--- src/rdm_pkg.sv ---
/*
  Shared constants, types and register map of the redriver mode control block.
  Assumes a 100 MHz core clock; analog comparators and AUX decoding live outside.
*/
package rdm_pkg;

  // Clock and counter sizing
  localparam int CLK_MHZ          = 100;
  localparam int CNT_W            = 24;

  // Times as specified, then derived cycle counts
  localparam int DEB_TIME_MS      = 3;
  localparam int DEB_CYC          = DEB_TIME_MS * 1000 * CLK_MHZ;
  localparam int AUX_OPEN_TIME_MS = 2;
  localparam int AUX_OPEN_CYC     = AUX_OPEN_TIME_MS * 1000 * CLK_MHZ;
  localparam int RXDET_TIME_MS    = 12;
  localparam int RXDET_CYC        = RXDET_TIME_MS * 1000 * CLK_MHZ;
  localparam int CFG_HOLD_TIME_US = 10;
  localparam int CFG_HOLD_CYC     = CFG_HOLD_TIME_US * CLK_MHZ;
  localparam int U2_IDLE_TIME_US  = 100;
  localparam int U2_IDLE_CYC      = U2_IDLE_TIME_US * CLK_MHZ;
  localparam int U3_IDLE_TIME_MS  = 1;
  localparam int U3_IDLE_CYC      = U3_IDLE_TIME_MS * 1000 * CLK_MHZ;

  // Register byte offsets
  localparam logic [7:0] REG_CTRL   = 8'h00;
  localparam logic [7:0] REG_EQ     = 8'h04;
  localparam logic [7:0] REG_LANES  = 8'h08;
  localparam logic [7:0] REG_STATUS = 8'h0C;

  // Control register fields
  localparam int CTRL_USB_EN    = 0;
  localparam int CTRL_ALT_EN    = 1;
  localparam int CTRL_FLIP      = 2;
  localparam int CTRL_DIR_LSB   = 3;
  localparam int CTRL_SWAP      = 5;
  localparam int CTRL_SNOOP_OFF = 6;
  localparam int CTRL_GAIN_LSB  = 8;
  localparam int CTRL_PER_LANE  = 10;
  localparam int CTRL_UEQ_LSB   = 12;
  localparam int CTRL_DEQ_LSB   = 16;

  // Reset values
  localparam logic [31:0] CTRL_RST   = 32'h0000_0000;
  localparam logic [31:0] EQ_RST     = 32'h0000_0000;
  localparam logic [31:0] LANES_RST  = 32'h0000_000F;
  localparam logic [4:0]  LC_RST     = 5'h04;

  // Sink register addresses watched on AUX
  localparam logic [19:0] DPCD_LANE_COUNT = 20'h00101;
  localparam logic [19:0] DPCD_POWER      = 20'h00600;
  localparam logic [2:0]  PWR_D3          = 3'h2;

  // Strap slots
  localparam int STRAP_HOST = 0;
  localparam int STRAP_UEQ1 = 1;
  localparam int STRAP_UEQ0 = 2;
  localparam int STRAP_DEQ1 = 3;
  localparam int STRAP_DEQ0 = 4;
  localparam int STRAP_GAIN = 5;
  localparam int NUM_STRAPS = 6;

  // Channels: RX1, TX1, TX2, RX2
  localparam int NUM_CH  = 4;
  localparam logic [1:0] CH_RX1 = 2'h0;
  localparam logic [1:0] CH_RX2 = 2'h3;

  typedef enum logic [1:0] {
    LVL_0 = 2'b00,
    LVL_R = 2'b01,
    LVL_F = 2'b10,
    LVL_1 = 2'b11
  } rdm_lvl_t;

  typedef enum logic [1:0] {
    MODE_PD       = 2'b00,
    MODE_USB      = 2'b01,
    MODE_USB_ALT2 = 2'b10,
    MODE_ALT4     = 2'b11
  } rdm_mode_t;

  typedef enum logic [2:0] {
    USB_DISC = 3'b000,
    USB_U0   = 3'b001,
    USB_U1   = 3'b010,
    USB_U2   = 3'b011,
    USB_U3   = 3'b100
  } rdm_usb_t;

  typedef struct packed {
    logic        cyc;
    logic        stb;
    logic        we;
    logic [7:0]  adr;
    logic [3:0]  sel;
    logic [31:0] dat;
  } rdm_wb_req_t;

  typedef struct packed {
    logic        vld;
    logic [19:0] adr;
    logic [7:0]  dat;
  } rdm_aux_wr_t;

  typedef struct packed {
    logic far_term;
    logic elec_idle;
    logic ss_active;
  } rdm_line_t;

endpackage

--- src/rdm_ctrl.sv ---
/*
  Mode control of a four-lane reversible redriver: straps, mode pins, USB power
  state tracking, AUX snooping, lane gating, equalizer selection, Wishbone registers.
  Assumes all inputs synchronous to I_CORE_CLK and a classic Wishbone master.
*/
`timescale 1ns/10ps
module rdm_ctrl #(
  parameter int unsigned DEB_CYC      = rdm_pkg::DEB_CYC,
  parameter int unsigned AUX_OPEN_CYC = rdm_pkg::AUX_OPEN_CYC,
  parameter int unsigned RXDET_CYC    = rdm_pkg::RXDET_CYC,
  parameter int unsigned U2_IDLE_CYC  = rdm_pkg::U2_IDLE_CYC,
  parameter int unsigned U3_IDLE_CYC  = rdm_pkg::U3_IDLE_CYC
) (
  // Clock and reset
  input  wire logic                                I_CORE_CLK,
  input  wire logic                                I_RST,
  // Register bus
  input  wire rdm_pkg::rdm_wb_req_t                I_WB,
  output logic [31:0]                              O_WB_DAT,
  output logic                                     O_WB_ACK,
  // Strap comparators and pull control
  input  wire logic [rdm_pkg::NUM_STRAPS*3-1:0]    I_STRAP_CMP,
  output logic                                     O_PULL_EN,
  // Mode pins
  input  wire logic                                I_USB_EN_CTL,
  input  wire logic                                I_ALT_EN_CTL,
  input  wire logic                                I_FLIP,
  input  wire logic [1:0]                          I_DIR,
  input  wire logic                                I_SWAP,
  // USB line conditions
  input  wire rdm_pkg::rdm_line_t                  I_LINE,
  input  wire logic [rdm_pkg::NUM_CH-1:0]          I_LFPS_DET,
  output logic                                     O_RXDET_REQ,
  output logic                                     O_RX_TERM_EN,
  output rdm_pkg::rdm_usb_t                        O_USB_STATE,
  // AUX snoop and switch
  input  wire rdm_pkg::rdm_aux_wr_t                I_AUX,
  output logic [1:0]                               O_AUX_SW,
  // Datapath control
  output rdm_pkg::rdm_mode_t                       O_MODE,
  output logic [1:0]                               O_MAP_SEL,
  output logic                                     O_FLIP_SEL,
  output logic                                     O_CH_REVERSE,
  output logic [3:0]                               O_ALT_LANE_EN,
  output logic [rdm_pkg::NUM_CH*4-1:0]             O_CH_EQ,
  output logic [rdm_pkg::NUM_CH-1:0]               O_EQ_ON,
  output logic [1:0]                               O_GAIN_CFG
);
  import rdm_pkg::*;

  function automatic logic [31:0] byte_mask(input logic [3:0] sel);
    byte_mask = {{8{sel[3]}}, {8{sel[2]}}, {8{sel[1]}}, {8{sel[0]}}};
  endfunction

  function automatic logic [3:0] cnt_mask(input logic [4:0] cnt);
    cnt_mask = (cnt >= 5'd4) ? 4'hF : (cnt == 5'd3) ? 4'h7 : (cnt == 5'd2) ? 4'h3 : (cnt == 5'd1) ? 4'h1 : 4'h0;
  endfunction

  // Strap capture
  logic            cap_pend_q;
  logic [CNT_W-1:0] hold_cnt_q;
  logic            hold_done_w;
  logic            pull_en_q;
  rdm_lvl_t        strap_lvl [NUM_STRAPS];

  always_ff @(posedge I_CORE_CLK) begin
    if (I_RST) begin
      cap_pend_q <= 1'b1;
    end else begin
      cap_pend_q <= 1'b0;
    end
  end

  genvar gs;
  generate
    for (gs = 0; gs < NUM_STRAPS; gs++) begin : g_strap
      rdm_strap_cap u_cap (
        .i_clk     (I_CORE_CLK),
        .i_rst     (I_RST),
        .i_cmp     (I_STRAP_CMP[gs*3 +: 3]),
        .i_capture (cap_pend_q),
        .o_level   (strap_lvl[gs])
      );
    end
  endgenerate

  assign hold_done_w = (hold_cnt_q == CNT_W'(CFG_HOLD_CYC));

  // Pulls stay on through reset so the straps are valid when captured
  always_ff @(posedge I_CORE_CLK) begin
    if (I_RST) begin
      hold_cnt_q <= '0;
      pull_en_q  <= 1'b1;
    end else begin
      hold_cnt_q <= hold_done_w ? hold_cnt_q : hold_cnt_q + 1'b1;
      pull_en_q  <= ~hold_done_w;
    end
  end
  assign O_PULL_EN = pull_en_q;

  // Registers
  logic [31:0] ctrl_q;
  logic [31:0] eq_lane_q;
  logic [31:0] lanes_q;
  logic [31:0] status_w;
  logic [31:0] rd_w;
  logic [31:0] rd_q;
  logic [31:0] wmask_w;
  logic        ack_q;
  logic        req_w;
  logic        wr_w;

  assign req_w   = I_WB.cyc & I_WB.stb;
  assign wr_w    = req_w & I_WB.we & ack_q;
  assign wmask_w = byte_mask(I_WB.sel);

  always_comb begin
    if (I_WB.adr == REG_CTRL) begin
      rd_w = ctrl_q;
    end else if (I_WB.adr == REG_EQ) begin
      rd_w = eq_lane_q;
    end else if (I_WB.adr == REG_LANES) begin
      rd_w = lanes_q;
    end else if (I_WB.adr == REG_STATUS) begin
      rd_w = status_w;
    end else begin
      rd_w = 32'h0000_0000;
    end
  end

  // Ack one cycle after the strobe; the write lands on the edge the master sees it
  always_ff @(posedge I_CORE_CLK) begin
    if (I_RST) begin
      ack_q <= 1'b0;
      rd_q  <= 32'h0000_0000;
    end else begin
      ack_q <= req_w & ~ack_q;
      rd_q  <= (req_w & ~ack_q) ? rd_w : rd_q;
    end
  end
  assign O_WB_ACK = ack_q;
  assign O_WB_DAT = rd_q;

  always_ff @(posedge I_CORE_CLK) begin
    if (I_RST) begin
      ctrl_q    <= CTRL_RST;
      eq_lane_q <= EQ_RST;
      lanes_q   <= LANES_RST;
    end else if (wr_w) begin
      if (I_WB.adr == REG_CTRL) begin
        ctrl_q <= (ctrl_q & ~wmask_w) | (I_WB.dat & wmask_w);
      end else if (I_WB.adr == REG_EQ) begin
        eq_lane_q <= (eq_lane_q & ~wmask_w) | (I_WB.dat & wmask_w);
      end else if (I_WB.adr == REG_LANES) begin
        lanes_q <= (lanes_q & ~wmask_w) | (I_WB.dat & wmask_w);
      end
    end
  end

  // Configuration source
  logic       reg_mode_w;
  logic       usb_src_w;
  logic       alt_src_w;
  logic       flip_w;
  logic [1:0] dir_w;
  logic       swap_w;
  logic       snoop_off_w;

  // Level R is taken as register mode too, so only 0 and F leave the pins in charge
  assign reg_mode_w  = (strap_lvl[STRAP_HOST] == LVL_1) | (strap_lvl[STRAP_HOST] == LVL_R);
  assign usb_src_w   = reg_mode_w ? ctrl_q[CTRL_USB_EN] : I_USB_EN_CTL;
  assign alt_src_w   = reg_mode_w ? ctrl_q[CTRL_ALT_EN] : I_ALT_EN_CTL;
  assign flip_w      = reg_mode_w ? ctrl_q[CTRL_FLIP] : I_FLIP;
  assign dir_w       = reg_mode_w ? ctrl_q[CTRL_DIR_LSB +: 2] : I_DIR;
  assign swap_w      = reg_mode_w ? ctrl_q[CTRL_SWAP] : I_SWAP;
  assign snoop_off_w = ctrl_q[CTRL_SNOOP_OFF];

  // Default USB mode and its release sequence
  logic usb_def_q;
  logic usb_seen_q;

  always_ff @(posedge I_CORE_CLK) begin
    if (I_RST) begin
      usb_def_q  <= 1'b1;
      usb_seen_q <= 1'b0;
    end else begin
      usb_seen_q <= usb_seen_q | (usb_def_q & usb_src_w);
      usb_def_q  <= usb_def_q & ~(usb_seen_q & ~usb_src_w);
    end
  end

  // Alt control low-time counter, saturating, starts saturated so reset means off
  logic [CNT_W-1:0] alt_low_q;
  logic             alt_eff_w;
  logic             aux_conn_w;

  always_ff @(posedge I_CORE_CLK) begin
    if (I_RST) begin
      alt_low_q <= CNT_W'(DEB_CYC);
    end else if (alt_src_w) begin
      alt_low_q <= '0;
    end else if (alt_low_q < CNT_W'(DEB_CYC)) begin
      alt_low_q <= alt_low_q + 1'b1;
    end
  end

  assign alt_eff_w  = alt_src_w | (alt_low_q < CNT_W'(DEB_CYC));
  assign aux_conn_w = alt_src_w | (alt_low_q < CNT_W'(AUX_OPEN_CYC));

  // Lane allocation; the same decode serves both the DP and the custom combination
  rdm_mode_t mode_w;
  logic [3:0] avail_w;
  logic       usb_act_w;
  logic       dp_mode_w;

  assign mode_w = usb_def_q ? MODE_USB :
                  ( alt_eff_w &  usb_src_w) ? MODE_USB_ALT2 :
                  ( alt_eff_w & ~usb_src_w) ? MODE_ALT4 :
                  (~alt_eff_w &  usb_src_w) ? MODE_USB : MODE_PD;
  assign avail_w   = (mode_w == MODE_ALT4) ? 4'hF : (mode_w == MODE_USB_ALT2) ? 4'h3 : 4'h0;
  assign usb_act_w = (mode_w == MODE_USB) | (mode_w == MODE_USB_ALT2);
  assign dp_mode_w = ~dir_w[1];

  // AUX snooping
  logic       snoop_act_w;
  logic [4:0] lc_q;
  logic       pwr_d3_q;
  logic [3:0] lane_en_w;

  assign snoop_act_w = dp_mode_w & ~snoop_off_w;

  always_ff @(posedge I_CORE_CLK) begin
    if (I_RST) begin
      lc_q     <= LC_RST;
      pwr_d3_q <= 1'b0;
    end else if (I_AUX.vld & snoop_act_w) begin
      if (I_AUX.adr == DPCD_LANE_COUNT) begin
        lc_q <= I_AUX.dat[4:0];
      end else if (I_AUX.adr == DPCD_POWER) begin
        pwr_d3_q <= (I_AUX.dat[2:0] == PWR_D3);
      end
    end
  end

  assign lane_en_w = snoop_act_w ? (pwr_d3_q ? 4'h0 : cnt_mask(lc_q) & avail_w) :
                     dp_mode_w ? (lanes_q[3:0] & avail_w) : avail_w;

  // USB link state tracking
  rdm_usb_t         usb_q;
  rdm_usb_t         usb_d;
  logic [CNT_W-1:0] idle_q;
  logic [CNT_W-1:0] rxdet_cnt_q;
  logic             rxdet_q;
  logic             idle_run_w;

  assign idle_run_w = I_LINE.elec_idle & ~(|I_LFPS_DET);

  always_comb begin
    usb_d = usb_q;
    case (usb_q)
      USB_DISC: usb_d = I_LINE.far_term ? USB_U0 : USB_DISC;
      USB_U0:   usb_d = I_LINE.elec_idle ? USB_U1 : USB_U0;
      USB_U1:   usb_d = (I_LINE.ss_active & ~I_LINE.elec_idle) ? USB_U0 :
                        (idle_q >= CNT_W'(U2_IDLE_CYC)) ? USB_U2 : USB_U1;
      USB_U2:   usb_d = (I_LINE.ss_active & ~I_LINE.elec_idle) ? USB_U0 :
                        (idle_q >= CNT_W'(U3_IDLE_CYC)) ? USB_U3 : USB_U2;
      USB_U3:   usb_d = (I_LINE.ss_active & ~I_LINE.elec_idle) ? USB_U0 : USB_U3;
      default:  usb_d = USB_DISC;
    endcase
    if (~usb_act_w | ~I_LINE.far_term) begin
      usb_d = USB_DISC;
    end
  end

  always_ff @(posedge I_CORE_CLK) begin
    if (I_RST) begin
      usb_q  <= USB_DISC;
      idle_q <= '0;
    end else begin
      usb_q  <= usb_d;
      idle_q <= (idle_run_w & (usb_d == usb_q)) ? idle_q + 1'b1 : '0;
    end
  end

  // Periodic receiver detection while nothing is attached
  always_ff @(posedge I_CORE_CLK) begin
    if (I_RST) begin
      rxdet_cnt_q <= '0;
      rxdet_q     <= 1'b0;
    end else if ((usb_q == USB_DISC) & usb_act_w) begin
      rxdet_q     <= (rxdet_cnt_q == CNT_W'(RXDET_CYC - 1));
      rxdet_cnt_q <= (rxdet_cnt_q == CNT_W'(RXDET_CYC - 1)) ? '0 : rxdet_cnt_q + 1'b1;
    end else begin
      rxdet_q     <= 1'b0;
      rxdet_cnt_q <= '0;
    end
  end

  assign O_RXDET_REQ  = rxdet_q;
  assign O_RX_TERM_EN = (usb_q != USB_DISC);
  assign O_USB_STATE  = usb_q;

  // Equalizer selection per channel
  logic [1:0]       usb_rx_ch_w;
  logic [3:0]       ueq_w;
  logic [3:0]       deq_w;
  logic [NUM_CH*4-1:0] eq_w;
  logic [NUM_CH*4-1:0] eq_q;
  logic [NUM_CH-1:0]   eq_on_q;

  assign usb_rx_ch_w = (flip_w ^ dir_w[0]) ? CH_RX2 : CH_RX1;
  assign ueq_w = reg_mode_w ? ctrl_q[CTRL_UEQ_LSB +: 4] : {strap_lvl[STRAP_UEQ1], strap_lvl[STRAP_UEQ0]};
  assign deq_w = reg_mode_w ? ctrl_q[CTRL_DEQ_LSB +: 4] : {strap_lvl[STRAP_DEQ1], strap_lvl[STRAP_DEQ0]};

  genvar gc;
  generate
    for (gc = 0; gc < NUM_CH; gc++) begin : g_ch
      logic       dn_in_w;
      logic [2:0] nib_w;
      // Reversal turns every input around, so the facing and its EQ swap with it
      assign dn_in_w = (usb_act_w & (usb_rx_ch_w == 2'(gc))) ^ swap_w;
      assign nib_w   = {dn_in_w, 2'(gc)};
      assign eq_w[gc*4 +: 4] = (reg_mode_w & ctrl_q[CTRL_PER_LANE]) ? eq_lane_q[nib_w*4 +: 4] :
                               dn_in_w ? deq_w : ueq_w;
    end
  endgenerate

  always_ff @(posedge I_CORE_CLK) begin
    if (I_RST) begin
      eq_q    <= '0;
      eq_on_q <= '0;
    end else begin
      eq_q    <= eq_w;
      eq_on_q <= ~I_LFPS_DET;
    end
  end
  assign O_CH_EQ = eq_q;
  assign O_EQ_ON = eq_on_q;

  // Registered datapath controls
  rdm_mode_t  mode_q;
  logic [1:0] map_q;
  logic       flip_q;
  logic       rev_q;
  logic [3:0] lane_q;
  logic [1:0] gain_q;
  logic [1:0] aux_q;

  always_ff @(posedge I_CORE_CLK) begin
    if (I_RST) begin
      mode_q <= MODE_USB;
      map_q  <= 2'b00;
      flip_q <= 1'b0;
      rev_q  <= 1'b0;
      lane_q <= 4'h0;
      gain_q <= 2'b00;
      aux_q  <= 2'b00;
    end else begin
      mode_q <= mode_w;
      map_q  <= dir_w;
      flip_q <= (mode_w != MODE_PD) & flip_w;
      rev_q  <= swap_w;
      lane_q <= lane_en_w;
      gain_q <= reg_mode_w ? ctrl_q[CTRL_GAIN_LSB +: 2] : strap_lvl[STRAP_GAIN];
      aux_q  <= aux_conn_w ? (flip_w ? 2'b10 : 2'b01) : 2'b00;
    end
  end

  assign O_MODE        = mode_q;
  assign O_MAP_SEL     = map_q;
  assign O_FLIP_SEL    = flip_q;
  assign O_CH_REVERSE  = rev_q;
  assign O_ALT_LANE_EN = lane_q;
  assign O_GAIN_CFG    = gain_q;
  assign O_AUX_SW      = aux_q;

  assign status_w = {13'h0000, usb_q, lane_q, lc_q, pwr_d3_q, usb_def_q, reg_mode_w, strap_lvl[STRAP_HOST], mode_q};

  // Checks
  property p_pin_usb;
    @(posedge I_CORE_CLK) disable iff (I_RST)
      (~reg_mode_w & ~usb_def_q & I_USB_EN_CTL & ~I_ALT_EN_CTL & (alt_low_q >= CNT_W'(DEB_CYC))) |=> (O_MODE == MODE_USB);
  endproperty
  a_pin_usb: assert property (p_pin_usb) else $error("pin mode USB not followed");

  property p_pull_hold;
    @(posedge I_CORE_CLK) $fell(I_RST) |-> O_PULL_EN [*8];
  endproperty
  a_pull_hold: assert property (p_pull_hold) else $error("pulls dropped before hold time");

  property p_pull_off;
    @(posedge I_CORE_CLK) disable iff (I_RST) hold_done_w |=> ~O_PULL_EN;
  endproperty
  a_pull_off: assert property (p_pull_off) else $error("pulls still on after hold time");

  property p_lfps_eq;
    @(posedge I_CORE_CLK) disable iff (I_RST) I_LFPS_DET[0] |=> ~O_EQ_ON[0];
  endproperty
  a_lfps_eq: assert property (p_lfps_eq) else $error("EQ active during LFPS");

  property p_lane_cnt;
    @(posedge I_CORE_CLK) disable iff (I_RST)
      (I_AUX.vld & snoop_act_w & (I_AUX.adr == DPCD_LANE_COUNT) & (I_AUX.dat == 8'h01))
      ##1 (snoop_act_w & ~pwr_d3_q & (mode_w == MODE_ALT4)) |=> (O_ALT_LANE_EN == 4'h1);
  endproperty
  a_lane_cnt: assert property (p_lane_cnt) else $error("lane enables differ from lane count");

  property p_d3_off;
    @(posedge I_CORE_CLK) disable iff (I_RST) (snoop_act_w & pwr_d3_q) |=> (O_ALT_LANE_EN == 4'h0);
  endproperty
  a_d3_off: assert property (p_d3_off) else $error("lanes on in D3");

  property p_aux_route;
    @(posedge I_CORE_CLK) disable iff (I_RST) (alt_src_w & ~flip_w) |=> (O_AUX_SW == 2'b01);
  endproperty
  a_aux_route: assert property (p_aux_route) else $error("AUX not straight");

  property p_debounce;
    @(posedge I_CORE_CLK) disable iff (I_RST)
      ($fell(alt_src_w) & ((O_MODE == MODE_ALT4) | (O_MODE == MODE_USB_ALT2)))
      |=> ((O_MODE == MODE_ALT4) | (O_MODE == MODE_USB_ALT2)) [*8];
  endproperty
  a_debounce: assert property (p_debounce) else $error("alt lanes dropped inside debounce");

  property p_default_usb;
    @(posedge I_CORE_CLK) disable iff (I_RST) usb_def_q |=> (O_MODE == MODE_USB);
  endproperty
  a_default_usb: assert property (p_default_usb) else $error("not USB while default");

  property p_pd_flip;
    @(posedge I_CORE_CLK) disable iff (I_RST) (O_MODE == MODE_PD) |-> ~O_FLIP_SEL;
  endproperty
  a_pd_flip: assert property (p_pd_flip) else $error("flip shown in power down");

endmodule

--- src/rdm_strap_cap.sv ---
/*
  Decodes one multi-level strap from its comparator thermometer code and holds it.
  Assumes comparator outputs are settled when the capture strobe arrives.
*/
`timescale 1ns/10ps
module rdm_strap_cap (
  // Clock and reset
  input  wire logic        i_clk,
  input  wire logic        i_rst,
  // Comparators and capture strobe
  input  wire logic [2:0]  i_cmp,
  input  wire logic        i_capture,
  // Latched level
  output rdm_pkg::rdm_lvl_t o_level
);
  import rdm_pkg::*;

  rdm_lvl_t lvl_w;
  rdm_lvl_t lvl_q;

  // Highest comparator wins so a torn thermometer code still lands on a level
  assign lvl_w = i_cmp[2] ? LVL_1 :
                 i_cmp[1] ? LVL_F :
                 i_cmp[0] ? LVL_R : LVL_0;

  always_ff @(posedge i_clk) begin
    if (i_rst) begin
      lvl_q <= LVL_F;
    end else if (i_capture) begin
      lvl_q <= lvl_w;
    end
  end

  assign o_level = lvl_q;

endmodule

--- config.mk ---
export PLATFORM = sky130hd
export DESIGN_NAME = rdm_ctrl
export DESIGN_NICKNAME = d
export VERILOG_FILES = /design/src/rdm_pkg.sv /design/src/rdm_ctrl.sv /design/src/rdm_strap_cap.sv
export SDC_FILE = /design/constraint.sdc
export NUM_CORES = 1
export LEC_CHECK = 0
export BUFFER_PORTS_ARGS = -buffer_cell sky130_fd_sc_hd__buf_4
export CORE_MARGIN = 1
export CORE_UTILIZATION = 44
export CTS_BUF_LIST = sky130_fd_sc_hd__clkbuf_8
export DETAILED_ROUTE_END_ITERATION = 12
export SYNTH_ARGS = -nofsm -noshare
export SYNTH_HDL_FRONTEND = slang
export SYNTH_SLANG_ARGS = --single-unit
--- constraint.sdc ---
create_clock -name I_CORE_CLK -period 8.4 [get_ports I_CORE_CLK]
set_clock_uncertainty 0.2 [all_clocks]
set_input_delay 2.52 -clock I_CORE_CLK [delete_from_list [all_inputs] [get_ports I_CORE_CLK]]
set_output_delay 2.52 -clock I_CORE_CLK [all_outputs]
set_load 0.05 [all_outputs]
==> impl_metrics.env <==
export IMPL_fin_crit_sh_pct=61.0
export IMPL_first_iter_violations=638
export IMPL_rsz0062_at_grt="false"
export IMPL_worst_hold_slack_ns=0.251
export IMPL_cpMostUsedCell="buf_4"
export IMPL_drtPass1Iterations=5
export IMPL_grt_usage_pct=23.0
export IMPL_power_density_nw_per_um2=199
export IMPL_crit_path_end_kind="flip-flop"
export IMPL_hold_violations=0
export IMPL_ys_warn_count=0
export IMPL_num_nets_final=1675
export IMPL_synthCells=1387
export IMPL_worstMarginPinSlew_ns=1.11
export IMPL_synthesis_area_um2=12300
export IMPL_die_h_um=169
export IMPL_worstSetupPathType="input pin to flip-flop"
export IMPL_fin_crit_ns=5.12
export IMPL_synth_common_cells="dfxtp_1, nor2_1, nand2_1"
export IMPL_synth_edff_count=0
export IMPL_clockRootBuffer="clkbuf_8"
export IMPL_rows=60
export IMPL_n_fill_cell=2569
export IMPL_max_cap_viol_count=0
export IMPL_status="complete, no violations"
export IMPL_yosysSeqAreaShare_pct=46.5
export IMPL_cts_path_max_buffers=3
export IMPL_grt_max_degree=81
export IMPL_synth_top_area_cell="dfxtp_1"
export IMPL_worstPathCellList="buf_4 > nor4_1 > and4b_1 > buf_4 > and3_1 > nor2_1 > a211o_1"
export IMPL_slew_headroom_pct=25.6
export IMPL_pre_cts_ws_ns=2.77
export IMPL_postCtsHoldBufs=0
export IMPL_yosysMostFrequentCell="dfxtp_1"
export IMPL_antenna_found_initial=0
export IMPL_viasPerCell=5.25
export IMPL_dp_hpwl_mm=23.2
export IMPL_yosysTopAreaCellShare_pct=46.5
export IMPL_design_core_area_um2=27200
export IMPL_io_pins=182
export IMPL_seqCellArea_um2=5710
export IMPL_drive_gt1_share_pct=19.0
export IMPL_fmax_ghz=0.195
export IMPL_ctsResizeCount=0
export IMPL_worstPathMaxFanout=16
export IMPL_grt_overflow_total=0
export IMPL_dr_total_vias=10300
export IMPL_htree_levels=2
export IMPL_cpMaxStageDelayCell="and4b_1"
export IMPL_leakage_nw=6.31
export IMPL_ir_drop_mv=0.114
export IMPL_first_global_vias=9687
export IMPL_clkTransAtPathRegs_ns=0.06
export IMPL_initial_core_util_pct=45.2
export IMPL_ff2ff_setup_slack_ns=4.63
export IMPL_die_width_um=169
export IMPL_async_reset_ff_share_pct=0
export IMPL_slew_viol_final=0
export IMPL_cts_sinks=285
export IMPL_total_power_w=0.00297
export IMPL_arrival_ns=5.35
export IMPL_yosys_register_bits=285
export IMPL_avgRoutedWirePerCell_um=16.8
export IMPL_ys_flop_type="dfxtp_1"
export IMPL_cts_setup_buffers=0
export IMPL_wirelength_mm=33.1
export IMPL_setup_tns_ns=0
export IMPL_die_area_um2=28600
export IMPL_grt_pass1_wl_mm=52.2
export IMPL_multi_input_area_um2=6200
export IMPL_tritoncts="built"
export IMPL_syn_nets=1504
export IMPL_setup_violations=0
export IMPL_gp_congestion=0.845
export IMPL_hp_class="flip-flop to flip-flop"
export IMPL_synthTopCellsByArea="dfxtp_1, mux2i_1, nor2_1"
export IMPL_start_kind="input pin"
export IMPL_syn_area_per_cell_um2=8.85
export IMPL_setup_slack_ns=3.28
export IMPL_numCtsBuffers=49
export IMPL_ys_types=60
export IMPL_final_antenna_net_count=0
export IMPL_worstPathRequired_ns=8.63
export IMPL_port_buffers=178
export IMPL_clk_latency_ns=0.57
export IMPL_critPathMaxStageDelay_ns=0.88
export IMPL_drc_errors=0
export IMPL_syn_to_final_growth_pct=21.3
==> metal layers <==
layer | part of all wire [%] | up-vias | track usage [%]
met1 | 48 | 4868 | 32.6
li1 | - | 5174 | -
met2 | 44 | 258 | 36.1
met4 | 1.3 | 0 | 5.09
met3 | 6.0 | 39 | 4.56
met5 | 0 | - | 0
==> through the flow <==
| stage | std cells | utilization, % | cell area (µm²) |
|---|---|---|---|
| 2_1_floorplan | 1387 | - | 12300 |
| 4_1_cts | 1969 | 54.8 | 14900 |
| 5_1_grt | 1969 | 54.8 | 14900 |
| 6_report | 1970 | 54.8 | 14900 |
| 3_5_place_dp | 1879 | 51.1 | 13900 |
| 3_3_place_gp | 1879 | 51.1 | 13900 |
==> cell type report <==
| type | count | share of cell area [%] |
|---|---|---|
| antenna | 1 | 0.0168 |
| clock buffer | 65 | 6.01 |
| clock inverter | 25 | 0.672 |
| inverter | 29 | 0.731 |
| multi-input combinational | 1005 | 41.6 |
| sequential | 285 | 38.3 |
| tap | 372 | 3.13 |
| timing repair buffer | 188 | 9.50 |
==> worst paths after layout <==
| path | start | cells past startpoint | end |
|---|---|---|---|
| hold reg to reg | flip-flop | 2 | flip-flop |
| setup reg to reg | alt_low_q[19] | 13 | idle_q[13] |
| hold / removal | flip-flop | 2 | flip-flop |
| setup / recovery | I_WB[43] | 7 | flip-flop |
==> cells in the final DEF, fill, tap and decap left out, types with 22 or more instances in the layout <==
master    instances
nand3_1          43
xnor2_1          44
clkbuf_8         65
nand2_1         111
xor2_1           38
mux2i_1         107
buf_4           187
dfxtp_1         285
nor2_2           22
nor2_1          241
nor3_1           34
and3_1           22
a21oi_1          96
inv_1            51
==> critical path, delay by kind of cell <==
family	cells	cell delay, ns
compound gates	1	0.27
buf+inv	2	0.49
simple gates	4	2.06
==> power by group <==
group	internal (W)	total (W)	switching [W]	leakage, nW
Combinational	0.000116	0.000313	0.000197	3.41
Clock	0.000687	0.00124	0.000553	0.593
Sequential	0.00139	0.00141	0.0000285	2.31
==> cell families (layout without fill, tap and decap cells) <==
| kind of cell | after synthesis | count (layout) | synth area share, % |
|---|---|---|---|
| AOI/OAI and AO/OA | 215 | 215 | 11.4 |
| xor gates and xnor gates | 83 | 83 | 5.98 |
| adders and majority gates | 8 | 8 | 0.815 |
| buffers and inverters | 97 | 307 | 3.16 |
| DFF | 285 | 285 | 46.5 |
| muxes | 113 | 113 | 9.66 |
| other | 0 | 1 | 0 |
| and+or+nand+nor | 586 | 586 | 22.5 |
Note: power is estimated with default switching activity, not from simulation.
